==> src/logic/ctm_pkg.sv <==
// Package: register map, fields and constants of the compact timer
package ctm_pkg;
   // ***************************************
   // Register byte addresses
   // ***************************************
   localparam logic [11:0] ADDR_CTRL0    = 12'h000;
   localparam logic [11:0] ADDR_CTRL1    = 12'h004;
   localparam logic [11:0] ADDR_CNT_LO   = 12'h008;
   localparam logic [11:0] ADDR_CNT_HI   = 12'h00C;
   localparam logic [11:0] ADDR_CMPA_LO  = 12'h010;
   localparam logic [11:0] ADDR_CMPA_HI  = 12'h014;
   localparam logic [11:0] ADDR_STATUS   = 12'h018;
   localparam logic [11:0] ADDR_CLKDIV   = 12'h01C;
   // ***************************************
   // Control 0 fields
   // ***************************************
   localparam int CTRL0_PAUSE  = 7;
   localparam int CTRL0_ENABLE = 3;
   localparam int CTRL0_P_MSB  = 2;
   // ***************************************
   // Control 1 fields
   // ***************************************
   localparam int CTRL1_MODE_LSB = 6;
   localparam int CTRL1_PIN_LSB  = 4;
   localparam int CTRL1_OC       = 3;
   localparam int CTRL1_POL      = 2;
   localparam int CTRL1_SWAP     = 1;
   localparam int CTRL1_CCLR     = 0;
   // ***************************************
   // Status fields, reset values, counts
   // ***************************************
   localparam int STAT_A_FLAG = 0;
   localparam int STAT_P_FLAG = 1;
   localparam logic [7:0]  CTRL_RESET   = 8'h00;
   localparam logic [7:0]  CLKDIV_RESET = 8'h00;
   localparam logic [9:0]  CNT_MAX      = 10'h3FF;
   localparam int          P_SHIFT      = 7;
   typedef enum logic [1:0] {
      CTM_MODE_COMPARE = 2'b00,
      CTM_MODE_UNDEF   = 2'b01,
      CTM_MODE_PWM     = 2'b10,
      CTM_MODE_TIMER   = 2'b11
   } ctm_mode_t;
   localparam logic [1:0] PIN_NONE   = 2'b00;
   localparam logic [1:0] PIN_LOW    = 2'b01;
   localparam logic [1:0] PIN_HIGH   = 2'b10;
   localparam logic [1:0] PIN_TOGGLE = 2'b11;
endpackage

==> src/logic/ctm_timer.sv <==
// Compact ten-bit timer with compare A/P, PWM and APB register access
//
// The implementer's own choices: the address map and the APB register port.
`timescale 1ns/1ps
module ctm_timer #(
   parameter int CNT_W = 10
) (
   input  wire logic        clk,
   input  wire logic        nrst,
   input  wire logic        psel,
   input  wire logic        penable,
   input  wire logic        pwrite,
   input  wire logic [11:0] paddr,
   input  wire logic [31:0] pwdata,
   output logic [31:0]      prdata,
   output logic             pready,
   output logic             pslverr,
   output logic             timer_out,
   output logic             timer_out_en,
   output logic             compare_a_flag,
   output logic             compare_p_flag
);
   // ***************************************
   // Reset release
   // ***************************************
   logic rst_meta;
   logic rst_n;
   always_ff @(posedge clk or negedge nrst) begin
      if (!nrst) begin
         rst_meta <= 1'b0;
         rst_n    <= 1'b0;
      end else begin
         rst_meta <= 1'b1;
         rst_n    <= rst_meta;
      end
   end

   // ***************************************
   // Registers
   // ***************************************
   logic [7:0]       ctrl0;
   logic [7:0]       ctrl1;
   logic [7:0]       clkdiv;
   logic [CNT_W-1:0] compare_a_value;
   logic [CNT_W-1:0] count;
   logic [7:0]       div_cnt;
   logic             enable_d;
   logic             pin_q;

   wire              wr_en = psel & penable & pwrite;
   wire              rd_en = psel & penable & ~pwrite;
   wire              addr_ok = (paddr == ctm_pkg::ADDR_CTRL0) | (paddr == ctm_pkg::ADDR_CTRL1)
                     | (paddr == ctm_pkg::ADDR_CNT_LO) | (paddr == ctm_pkg::ADDR_CNT_HI)
                     | (paddr == ctm_pkg::ADDR_CMPA_LO) | (paddr == ctm_pkg::ADDR_CMPA_HI)
                     | (paddr == ctm_pkg::ADDR_STATUS) | (paddr == ctm_pkg::ADDR_CLKDIV);

   assign pready  = 1'b1;
   assign pslverr = psel & penable & ~addr_ok;

   // ***************************************
   // Field decode
   // ***************************************
   wire              counter_pause    = ctrl0[ctm_pkg::CTRL0_PAUSE];
   wire              module_enable    = ctrl0[ctm_pkg::CTRL0_ENABLE];
   wire [2:0]        compare_p_value  = ctrl0[ctm_pkg::CTRL0_P_MSB -: 3];
   wire [1:0]        mode_sel         = ctrl1[ctm_pkg::CTRL1_MODE_LSB +: 2];
   wire [1:0]        pin_function     = ctrl1[ctm_pkg::CTRL1_PIN_LSB +: 2];
   wire              output_control   = ctrl1[ctm_pkg::CTRL1_OC];
   wire              output_polarity  = ctrl1[ctm_pkg::CTRL1_POL];
   wire              period_duty_swap = ctrl1[ctm_pkg::CTRL1_SWAP];
   wire              clear_select     = ctrl1[ctm_pkg::CTRL1_CCLR];
   wire              is_pwm = (mode_sel == ctm_pkg::CTM_MODE_PWM);
   wire              is_cmp = (mode_sel == ctm_pkg::CTM_MODE_COMPARE);
   wire              enable_rise = module_enable & ~enable_d;

   // ***************************************
   // Tick divider: one-cycle enable every clkdiv+1 cycles
   // ***************************************
   wire              tick = (div_cnt == clkdiv);
   wire              run  = module_enable & ~counter_pause;
   wire              step = run & tick;

   // ***************************************
   // Comparators
   // ***************************************
   // P against top three bits
   wire              p_match  = (count[CNT_W-1 -: 3] == compare_p_value);
   wire              a_match  = (count == compare_a_value);
   wire              at_max   = (count == ctm_pkg::CNT_MAX);
   // P zero clears at overflow only
   wire              p_event  = (compare_p_value == 3'h0) ? at_max : p_match;
   // A zero means overflow, no A flag
   wire              a_event  = (compare_a_value != '0) & a_match;
   wire              a_flag_ev;
   wire              p_flag_ev;
   wire              clr_hit;
   // Counter about to reach the period value; clearing here keeps the period exact
   wire              pwm_end;
   // period comparator clears in PWM, ignoring clear select
   wire              pwm_clr  = pwm_end;
   // clear selection in compare and timer modes
   wire              cmp_clr  = clear_select ? (a_event | at_max) : p_event;
   assign clr_hit   = is_pwm ? pwm_clr : cmp_clr;
   // period role flags at period end, duty role on its match
   wire              a_hit    = (is_pwm & period_duty_swap) ? pwm_end : a_event;
   wire              p_hit    = (is_pwm & ~period_duty_swap) ? pwm_end : p_event;
   // flags in all modes, on a counting step
   assign a_flag_ev = step & a_hit;
   // no P flag with clear select high outside PWM
   assign p_flag_ev = step & p_hit & (is_pwm | ~clear_select);

   // ***************************************
   // PWM duty
   // ***************************************
   // period and duty in counts
   wire [CNT_W:0]    p_len    = (compare_p_value == 3'h0) ? 11'h400
                                : {1'b0, compare_p_value, 7'h00};
   wire [CNT_W:0]    a_len    = {1'b0, compare_a_value};
   // swap exchanges period and duty roles
   wire [CNT_W:0]    duty_len   = period_duty_swap ? p_len : a_len;
   wire [CNT_W:0]    period_len = period_duty_swap ? a_len : p_len;
   assign pwm_end = (({1'b0, count} + 11'h001) == period_len);
   // duty at or above period is full active
   wire              pwm_active = (duty_len >= period_len) | ({1'b0, count} < duty_len);
   wire              pwm_level = (pin_function == ctm_pkg::PIN_NONE) ? 1'b0 :
                                 (pin_function == ctm_pkg::PIN_LOW) ? 1'b1 : pwm_active;
   wire              pwm_pin   = output_control ? pwm_level : ~pwm_level;

   // ***************************************
   // Counter and divider
   // ***************************************
   always_ff @(posedge clk or negedge rst_n) begin
      if (!rst_n) begin
         div_cnt  <= 8'h00;
         count    <= '0;
         enable_d <= 1'b0;
      end else begin
         enable_d <= module_enable;
         div_cnt  <= (tick | ~run) ? 8'h00 : div_cnt + 8'h01;
         // enable rise zeroes counter, pause holds
         if (enable_rise) begin
            count <= '0;
         end else if (step) begin
            // counting continues in all pin functions; wrap
            count <= clr_hit ? '0 : count + 1'b1;
         end
      end
   end

   // ***************************************
   // Compare pin
   // ***************************************
   always_ff @(posedge clk or negedge rst_n) begin
      if (!rst_n) begin
         pin_q <= 1'b0;
      end else if (enable_rise) begin
         pin_q <= output_control;
      end else if (is_cmp & a_flag_ev) begin
         // pin action on A match only
         unique case (pin_function)
            ctm_pkg::PIN_NONE:   pin_q <= pin_q;
            ctm_pkg::PIN_LOW:    pin_q <= 1'b0;
            ctm_pkg::PIN_HIGH:   pin_q <= 1'b1;
            ctm_pkg::PIN_TOGGLE: pin_q <= ~pin_q;
         endcase
      end
   end

   // Output flop; timer mode releases the pin for other functions
   always_ff @(posedge clk or negedge rst_n) begin
      if (!rst_n) begin
         timer_out    <= 1'b0;
         timer_out_en <= 1'b0;
      end else begin
         // no pin drive in timer mode
         timer_out_en <= is_cmp | is_pwm;
         timer_out    <= (is_pwm ? pwm_pin : pin_q) ^ output_polarity;
      end
   end

   // ***************************************
   // Register writes and flags
   // ***************************************
   wire wr_status = wr_en & (paddr == ctm_pkg::ADDR_STATUS);
   always_ff @(posedge clk or negedge rst_n) begin
      if (!rst_n) begin
         ctrl0           <= ctm_pkg::CTRL_RESET;
         ctrl1           <= ctm_pkg::CTRL_RESET;
         clkdiv          <= ctm_pkg::CLKDIV_RESET;
         compare_a_value <= '0;
         compare_a_flag  <= 1'b0;
         compare_p_flag  <= 1'b0;
      end else begin
         if (wr_en && paddr == ctm_pkg::ADDR_CTRL0) ctrl0 <= pwdata[7:0];
         if (wr_en && paddr == ctm_pkg::ADDR_CTRL1) ctrl1 <= pwdata[7:0];
         if (wr_en && paddr == ctm_pkg::ADDR_CLKDIV) clkdiv <= pwdata[7:0];
         if (wr_en && paddr == ctm_pkg::ADDR_CMPA_LO) compare_a_value[7:0] <= pwdata[7:0];
         if (wr_en && paddr == ctm_pkg::ADDR_CMPA_HI) compare_a_value[9:8] <= pwdata[1:0];
         // Set wins over a write-one-to-clear in the same cycle
         compare_a_flag <= a_flag_ev |
                           (compare_a_flag & ~(wr_status & pwdata[ctm_pkg::STAT_A_FLAG]));
         compare_p_flag <= p_flag_ev |
                           (compare_p_flag & ~(wr_status & pwdata[ctm_pkg::STAT_P_FLAG]));
      end
   end

   // ***************************************
   // Read data
   // ***************************************
   logic [7:0] rd_byte;
   always_comb begin
      unique case (paddr)
         ctm_pkg::ADDR_CTRL0:   rd_byte = ctrl0;
         ctm_pkg::ADDR_CTRL1:   rd_byte = ctrl1;
         ctm_pkg::ADDR_CNT_LO:  rd_byte = count[7:0];
         ctm_pkg::ADDR_CNT_HI:  rd_byte = {6'h00, count[9:8]};
         ctm_pkg::ADDR_CMPA_LO: rd_byte = compare_a_value[7:0];
         ctm_pkg::ADDR_CMPA_HI: rd_byte = {6'h00, compare_a_value[9:8]};
         ctm_pkg::ADDR_STATUS:  rd_byte = {6'h00, compare_p_flag, compare_a_flag};
         ctm_pkg::ADDR_CLKDIV:  rd_byte = clkdiv;
         default:               rd_byte = 8'h00;
      endcase
   end

   always_ff @(posedge clk or negedge rst_n) begin
      if (!rst_n) begin
         prdata <= 32'h0000_0000;
      end else if (psel & ~penable & ~pwrite) begin
         // Loaded in setup so the data stand at the access edge
         prdata <= {24'h00_0000, rd_byte};
      end
   end

   // ***************************************
   // Checks
   // ***************************************
   property p_wrap;
      @(posedge clk) disable iff (!rst_n)
      (step && at_max && !enable_rise) |=> (count == '0);
   endproperty
   a_wrap: assert property (p_wrap) else $error("counter did not clear at 3FF");

   property p_enable_zero;
      @(posedge clk) disable iff (!rst_n)
      enable_rise |=> (count == '0) && (pin_q == $past(output_control));
   endproperty
   a_enable_zero: assert property (p_enable_zero) else $error("enable rise did not reset");

   property p_pause_hold;
      @(posedge clk) disable iff (!rst_n)
      (!run && !enable_rise) |=> $stable(count);
   endproperty
   a_pause_hold: assert property (p_pause_hold) else $error("counter moved while stopped");

   property p_no_pflag;
      @(posedge clk) disable iff (!rst_n)
      (!is_pwm && clear_select) |-> !p_flag_ev;
   endproperty
   a_no_pflag: assert property (p_no_pflag) else $error("P flag with clear select high");

   property p_a_zero;
      @(posedge clk) disable iff (!rst_n)
      (compare_a_value == '0) |-> !a_flag_ev;
   endproperty
   a_a_zero: assert property (p_a_zero) else $error("A flag with compare A zero");

   property p_flag_set;
      @(posedge clk) disable iff (!rst_n)
      a_flag_ev |=> compare_a_flag;
   endproperty
   a_flag_set: assert property (p_flag_set) else $error("A flag not set on match");

   property p_timer_pin;
      @(posedge clk) disable iff (!rst_n)
      (mode_sel == ctm_pkg::CTM_MODE_TIMER) |=> !timer_out_en;
   endproperty
   a_timer_pin: assert property (p_timer_pin) else $error("pin driven in timer mode");

   property p_pwm_clear;
      @(posedge clk) disable iff (!rst_n)
      (is_pwm && step && !period_duty_swap && compare_p_value != 3'h0
       && (count + 10'h001) == {compare_p_value, 7'h00} && !enable_rise) |=> (count == '0);
   endproperty
   a_pwm_clear: assert property (p_pwm_clear) else $error("PWM period clear missing");

   property p_cnt_hi;
      @(posedge clk) disable iff (!rst_n)
      rd_en |=> (prdata[31:10] == 22'h00_0000);
   endproperty
   a_cnt_hi: assert property (p_cnt_hi) else $error("upper read bits not zero");

   property p_count_step;
      @(posedge clk) disable iff (!rst_n)
      (step && !clr_hit && !enable_rise) |=> (count == $past(count) + 10'h001);
   endproperty
   a_count_step: assert property (p_count_step) else $error("counter did not step");

   property p_cmp_p_clear;
      @(posedge clk) disable iff (!rst_n)
      (!is_pwm && step && !clear_select && compare_p_value != 3'h0
       && count[CNT_W-1 -: 3] == compare_p_value && !enable_rise) |=> (count == '0);
   endproperty
   a_cmp_p_clear: assert property (p_cmp_p_clear) else $error("P match did not clear");

   property p_swap_clear;
      @(posedge clk) disable iff (!rst_n)
      (is_pwm && step && period_duty_swap && compare_a_value != '0
       && (count + 10'h001) == compare_a_value && !enable_rise) |=> (count == '0);
   endproperty
   a_swap_clear: assert property (p_swap_clear) else $error("A period clear missing");

   property p_cmp_pin_hold;
      @(posedge clk) disable iff (!rst_n)
      (is_cmp && !a_flag_ev && !enable_rise) |=> $stable(pin_q);
   endproperty
   a_cmp_pin_hold: assert property (p_cmp_pin_hold) else $error("pin moved, no A match");

   property p_pwm_forced;
      @(posedge clk) disable iff (!rst_n)
      (is_pwm && pin_function == ctm_pkg::PIN_NONE)
      |=> (timer_out == (!$past(output_control) ^ $past(output_polarity)));
   endproperty
   a_pwm_forced: assert property (p_pwm_forced) else $error("forced level wrong");

   property p_full_duty;
      @(posedge clk) disable iff (!rst_n)
      (is_pwm && pin_function == ctm_pkg::PIN_HIGH && duty_len >= period_len)
      |=> (timer_out == ($past(output_control) ^ $past(output_polarity)));
   endproperty
   a_full_duty: assert property (p_full_duty) else $error("full duty not active");

   property p_pflag_set;
      @(posedge clk) disable iff (!rst_n)
      p_flag_ev |=> compare_p_flag;
   endproperty
   a_pflag_set: assert property (p_pflag_set) else $error("P flag not set on match");

   property p_pin_drive;
      @(posedge clk) disable iff (!rst_n)
      (is_cmp || is_pwm) |=> timer_out_en;
   endproperty
   a_pin_drive: assert property (p_pin_drive) else $error("pin not driven");

   c_pwm_run:   cover property (@(posedge clk) disable iff (!rst_n) is_pwm && step && clr_hit);
   c_toggle:    cover property (@(posedge clk) disable iff (!rst_n) is_cmp && a_flag_ev);
   c_pflag:     cover property (@(posedge clk) disable iff (!rst_n) p_flag_ev);
   c_full_duty: cover property (@(posedge clk) disable iff (!rst_n)
                                is_pwm && duty_len >= period_len);
   c_swap_end:  cover property (@(posedge clk) disable iff (!rst_n)
                                is_pwm && period_duty_swap && pwm_end);
endmodule

==> config.mk <==
export PLATFORM = sky130hd
export DESIGN_NAME = ctm_timer
export DESIGN_NICKNAME = d
export VERILOG_FILES = /design/src/logic/ctm_pkg.sv /design/src/logic/ctm_timer.sv
export SDC_FILE = /design/constraint.sdc
export NUM_CORES = 1
export LEC_CHECK = 0
export BUFFER_PORTS_ARGS = -buffer_cell sky130_fd_sc_hd__buf_4
export CAP_MARGIN = 20
export CELL_PAD_IN_SITES_DETAIL_PLACEMENT = 1
export CELL_PAD_IN_SITES_GLOBAL_PLACEMENT = 2
export CORE_ASPECT_RATIO = 0.75
export CORE_MARGIN = 10
export CORE_UTILIZATION = 38
export DETAILED_ROUTE_END_ITERATION = 10
export PLACE_DENSITY = 0.86
export SETUP_SLACK_MARGIN = 0.1
export SYNTH_ARGS = -nofsm -noshare
export SYNTH_HDL_FRONTEND = slang
export SYNTH_SLANG_ARGS = --single-unit
==> constraint.sdc <==
create_clock -name clk -period 5 [get_ports clk]
set_input_delay 1 -clock clk [delete_from_list [all_inputs] [get_ports clk]]
set_output_delay 1 -clock clk [all_outputs]
set_load 0.1 [all_outputs]
== Yosys cells after proc, flatten, opt, wreduce, memory -nomap -nowiden ==
Cells that the tools add are included.

* Reduce and logical (&&, ||, !) cells: 13
* Muxes and demuxes: 20
* Bitwise logic cells: 47
* Eq/ne operators: 17
* Order comparisons: 2
* $add $sub $neg: 3

{| class="wikitable"
|+ Operators by type and width
! kind !! count
|-
| 8-bit case mux with 8 select lines || 1
|-
| 12-bit by 5-bit == test with 1-bit output, second input constant || 4
|-
| 11-bit 2-to-1 mux || 3
|-
| 10-bit 2-to-1 mux || 3
|-
| 12-bit by 4-bit == test with 1-bit output, second input constant || 2
|-
| 1-bit bitwise AND || 20
|-
| 1-bit bitwise OR || 14
|-
| 12-bit by 3-bit == test with 1-bit output, second input constant || 1
|-
| 12-bit logical NOT || 1
|-
| 1-bit inverter || 12
|-
| 10-bit by 1-bit adder with 11-bit output, second input constant || 1
|-
| 11-bit == test || 1
|-
| 11-bit greater-or-equal comparator || 1
|-
| 10-bit by 11-bit < comparator with 1-bit output || 1
|-
| 1-bit 2-to-1 mux || 11
|-
| 10-bit by 1-bit adder with 10-bit output, second input constant || 1
|-
| 10-bit == test || 1
|-
| 10-bit == test, second input constant || 1
|-
| 10-bit nonzero test || 1
|-
| 8-bit by 1-bit adder with 8-bit output, second input constant || 1
|-
| 8-bit == test || 1
|-
| 8-bit 2-to-1 mux || 1
|-
| 2-bit == test, second input constant || 3
|-
| 1-bit logical AND || 5
|-
| other kinds (9) || 11
|}

* Register bits: 68
* Output and inout bits: 38

== Depth between registers and ports, before layout ==
* Depth in word-level cells: 11
* Mapped depth: 12
* Gate-level depth less buffers: 10

== Worst setup path after synthesis ==
OpenSTA, ideal clock, no wires.

* Kind: input to output
* From: input port paddr[8]
* To: output port pslverr
* Data required time: 4000 ps
* Arrival time: 2071 ps
* Stages: 3
* Setup slack: 1929 ps
* Cells stage by stage: nor4_1 -> nand3_1 -> and3_1

* Cells in the longest elaborated chain, start to end: 10

{| class="wikitable"
|+ RTL lines
! what !! line !! source
|-
| from (decl) || ctm_timer.sv:13 || <nowiki>input wire logic [11:0] paddr,</nowiki>
|-
| 12-bit by 3-bit == test with 1-bit output / 12-bit logical NOT (equally long branches) || ctm_timer.sv:52 || <nowiki>wire addr_ok = (paddr == ctm_pkg::ADDR_CTRL0) | (paddr == ctm_pkg::ADDR_CTRL1)</nowiki>
|-
| 1-bit bitwise OR || ctm_timer.sv:52 ||
|-
| 1-bit bitwise OR (2 in a row) || ctm_timer.sv:53 || <nowiki>| (paddr == ctm_pkg::ADDR_CNT_LO) | (paddr == ctm_pkg::ADDR_CNT_HI)</nowiki>
|-
| 1-bit bitwise OR (2 in a row) || ctm_timer.sv:54 || <nowiki>| (paddr == ctm_pkg::ADDR_CMPA_LO) | (paddr == ctm_pkg::ADDR_CMPA_HI)</nowiki>
|-
| 1-bit bitwise OR || ctm_timer.sv:55 || <nowiki>| (paddr == ctm_pkg::ADDR_STATUS) | (paddr == ctm_pkg::ADDR_CLKDIV);</nowiki>
|-
| 1-bit bitwise OR (*) || ctm_timer.sv:55 ||
|-
| 1-bit inverter (*) || ctm_timer.sv:58 || <nowiki>assign pslverr = psel & penable & ~addr_ok;</nowiki>
|-
| 1-bit bitwise AND (*) || ctm_timer.sv:58 ||
|-
| to (decl) || ctm_timer.sv:17 || <nowiki>output logic pslverr,</nowiki>
|}

Mark *: on every way between the ends. The rest lies on a longest branch, timed or not.

== Worst setup path in the final report ==
Ends and elaborated chain as after synthesis.

==> reports/metrics.csv <==
metric,value,unit
post-synth-top-count-cell,dfrtp_1,
worstSetupPathType,in2out,
hold_path.startpoint,rst_meta,
rsz0062_at_grt,no,
ys_types,76,
grt_pass1_wl,23600,um
fin_area,5340,um2
final_antenna_net_count,0,
vias,3913,
coreArea,12300,um2
fill_cells,1419,
fmax,308,MHz
r2r-start,ctrl1[1],
dp.cells,671,
die_h,117,um
power_density,266,nW/um2
synth-edff-count,0,
grt_overflow_total,0,
startpoint_type,input pin,
fin_worst_skew,9.46,ps
grt_usage,17.2,%
htree_levels,3,
max-cap-violations,0,
clock_latency,330,ps
syn_inst,493,
worstPathRequired,4000,ps
placementRows,35,
worst_ep_arrival_time,2250,ps
yosys-top-cells-count,"dfrtp_1, nand2_1, mux2_2, nor2_1, buf_4",
finalMaxSlewViolations,0,
port_buffers,37,
diodes,0,
cts_tree,yes,
worst_hold_slack,372,ps
drive_gt1_share,21.3,%
hold_path_class,reg2reg,
final-hold-violation-count,0,
placed_area,5020,um2
wl_per_cell,21.4,um
drt_iter0_drc,211,
cts-root-buf,clkbuf_16,
fin_nets,577,
status,"complete, no violations",
grt_antenna_before_repair,0,
io_pins,87,
ys_seq_area_share,35.7,%
die-area,17500,um2
grt_max_degree,67,
layoutNonFillerInstCount,687,
ir_drop,0.000169,V
dp.final_hpwl,10900,um
synthTopCellsByArea,"dfrtp_1, mux2_2, buf_4",
worst_pin_slew,863,ps
p_leak,2.48,nW
cts_made_buffers,9,
clk_pin_slew_worst_paths,60,ps
min_period,3250,ps
clock-sinks,68,
fin_setup_tns,0,ps
grt_pass1_vias,4162,
avgViaCountPerCell,5.70,
cts-resized-gates,0,
yosysWarnings,0,
drc,0,
ys_async_sr_fraction,100,%
post_cts_buffers,0,
place.gp.congestion,0.882,
dr.pass1.iters,4,
start_util,38.9,%
crit_fanout,7,
syn_area_per_cell,9.67,um2
synth_top_area_cell,dfrtp_1,
cts.path.max_buffers,2,
synthFlopType,dfrtp_1,
cts_hold_buf,0,
finalSetupViolCount,0,
syn-cell-area,4770,um2
finalPower,1.42,mW
crit_start,paddr[8],
relSlewSlack,42.4,%
endpoint_kind,primary output,
die_x,149,um
syn_to_final_growth,12.0,%
synth_top_area_share,35.7,%
synth_seq_cells,68,
wirelength,14700,um
fin_crit_sh,65.0,%
power breakdown:
part	switching (mW)	internal, mW
clock	0.259	0.437
combinational	0.132	0.0334
sequential	0.00758	0.553
per-layer routing:
layer	share of wire (%)	GRT usage [%]	up-vias
met5	0	0	-
met4	1.2	5.15	0
met3	5.0	3.30	16
met2	46	27.1	100
met1	48	23.5	2000
li1	-	-	1797
cells in the final DEF, fill, tap and decap left out, types with 3 or more instances in the layout:
cell type	count
mux2_2	31
dfrtp_1	67
a221oi_1	7
nand4_1	9
a21oi_1	11
a211oi_1	3
mux4_2	4
o21ai_0	20
nor2b_1	9
nor2_1	31
inv_1	11
buf_4	40
nand2b_1	6
nor3_1	10
nor4_1	4
and3_1	7
a41oi_1	7
nand4b_1	5
a31oi_1	4
a41oi_2	3
xor2_1	22
clkbuf_16	9
a21o_1	3
nand3_1	11
and2_1	5
ha_1	12
o21ai_1	3
nand2_1	52
conb_1	26
o211ai_1	6
mux2i_1	16
xnor2_1	6
registers in the layout (all words and copies together), names as in the netlist:
register	cells
count	10
prdata	8
div_cnt	8
rst_meta	1
enable_d	1
clkdiv	8
rst_n	1
pin_q	1
ctrl0	8
compare_a_flag	1
timer_out_en	1
compare_a_value	10
compare_p_flag	1
timer_out	1
ctrl1	8
per-stage QoR:
stage	utilization [%]	setup slack [ps]
detailed placement	40.9	1770
floorplan	-	1930
global route	43.5	1650
global placement	40.9	1800
finish	43.5	1750
CTS	43.5	1750
critical path, cell delays in order:
cell and delay, ps:
buf_4 110, nor4_1 330, nand3_1 310, and3_1 280, buf_4 230
worst paths after layout:
| kind | slack, ps | cells after the start | to |
|---|---|---|---|
| min reg2reg | 370 | 0 | rst_n |
| max | 1750 | 5 | pslverr |
| max in group asynchronous | 3960 | 1 | count[2] |
| min | 370 | 0 | rst_n |
| min in group asynchronous | 440 | 1 | rst_meta |
| max reg2reg | 1880 | 11 | timer_out |
cell families (layout without fill, tap and decap cells):
family | after synthesis | in the layout | share of synthesized area [%]
AOI/OAI and AO/OA | 92 | 92 | 14.4
xor gates and xnor gates | 29 | 29 | 5.62
adders and majority gates | 13 | 13 | 3.36
buffers and inverters | 65 | 69 | 8.42
DFF | 68 | 68 | 35.7
muxes | 51 | 51 | 12.6
other | 2 | 26 | 0.157
and+or+nand+nor | 173 | 173 | 19.8
area by class of cell:
cell class	count	area (um2)	area share, %
Sequential cell	68	1700	31.9
Inverter	13	48.8	0.914
Timing Repair Buffer	40	300	5.62
Multi-Input combinational cell	384	2760	51.7
Tap cell	166	208	3.89
Clock inverter	6	88.8	1.66
Clock buffer	10	229	4.29
Note: power is estimated with default switching activity, not from simulation.
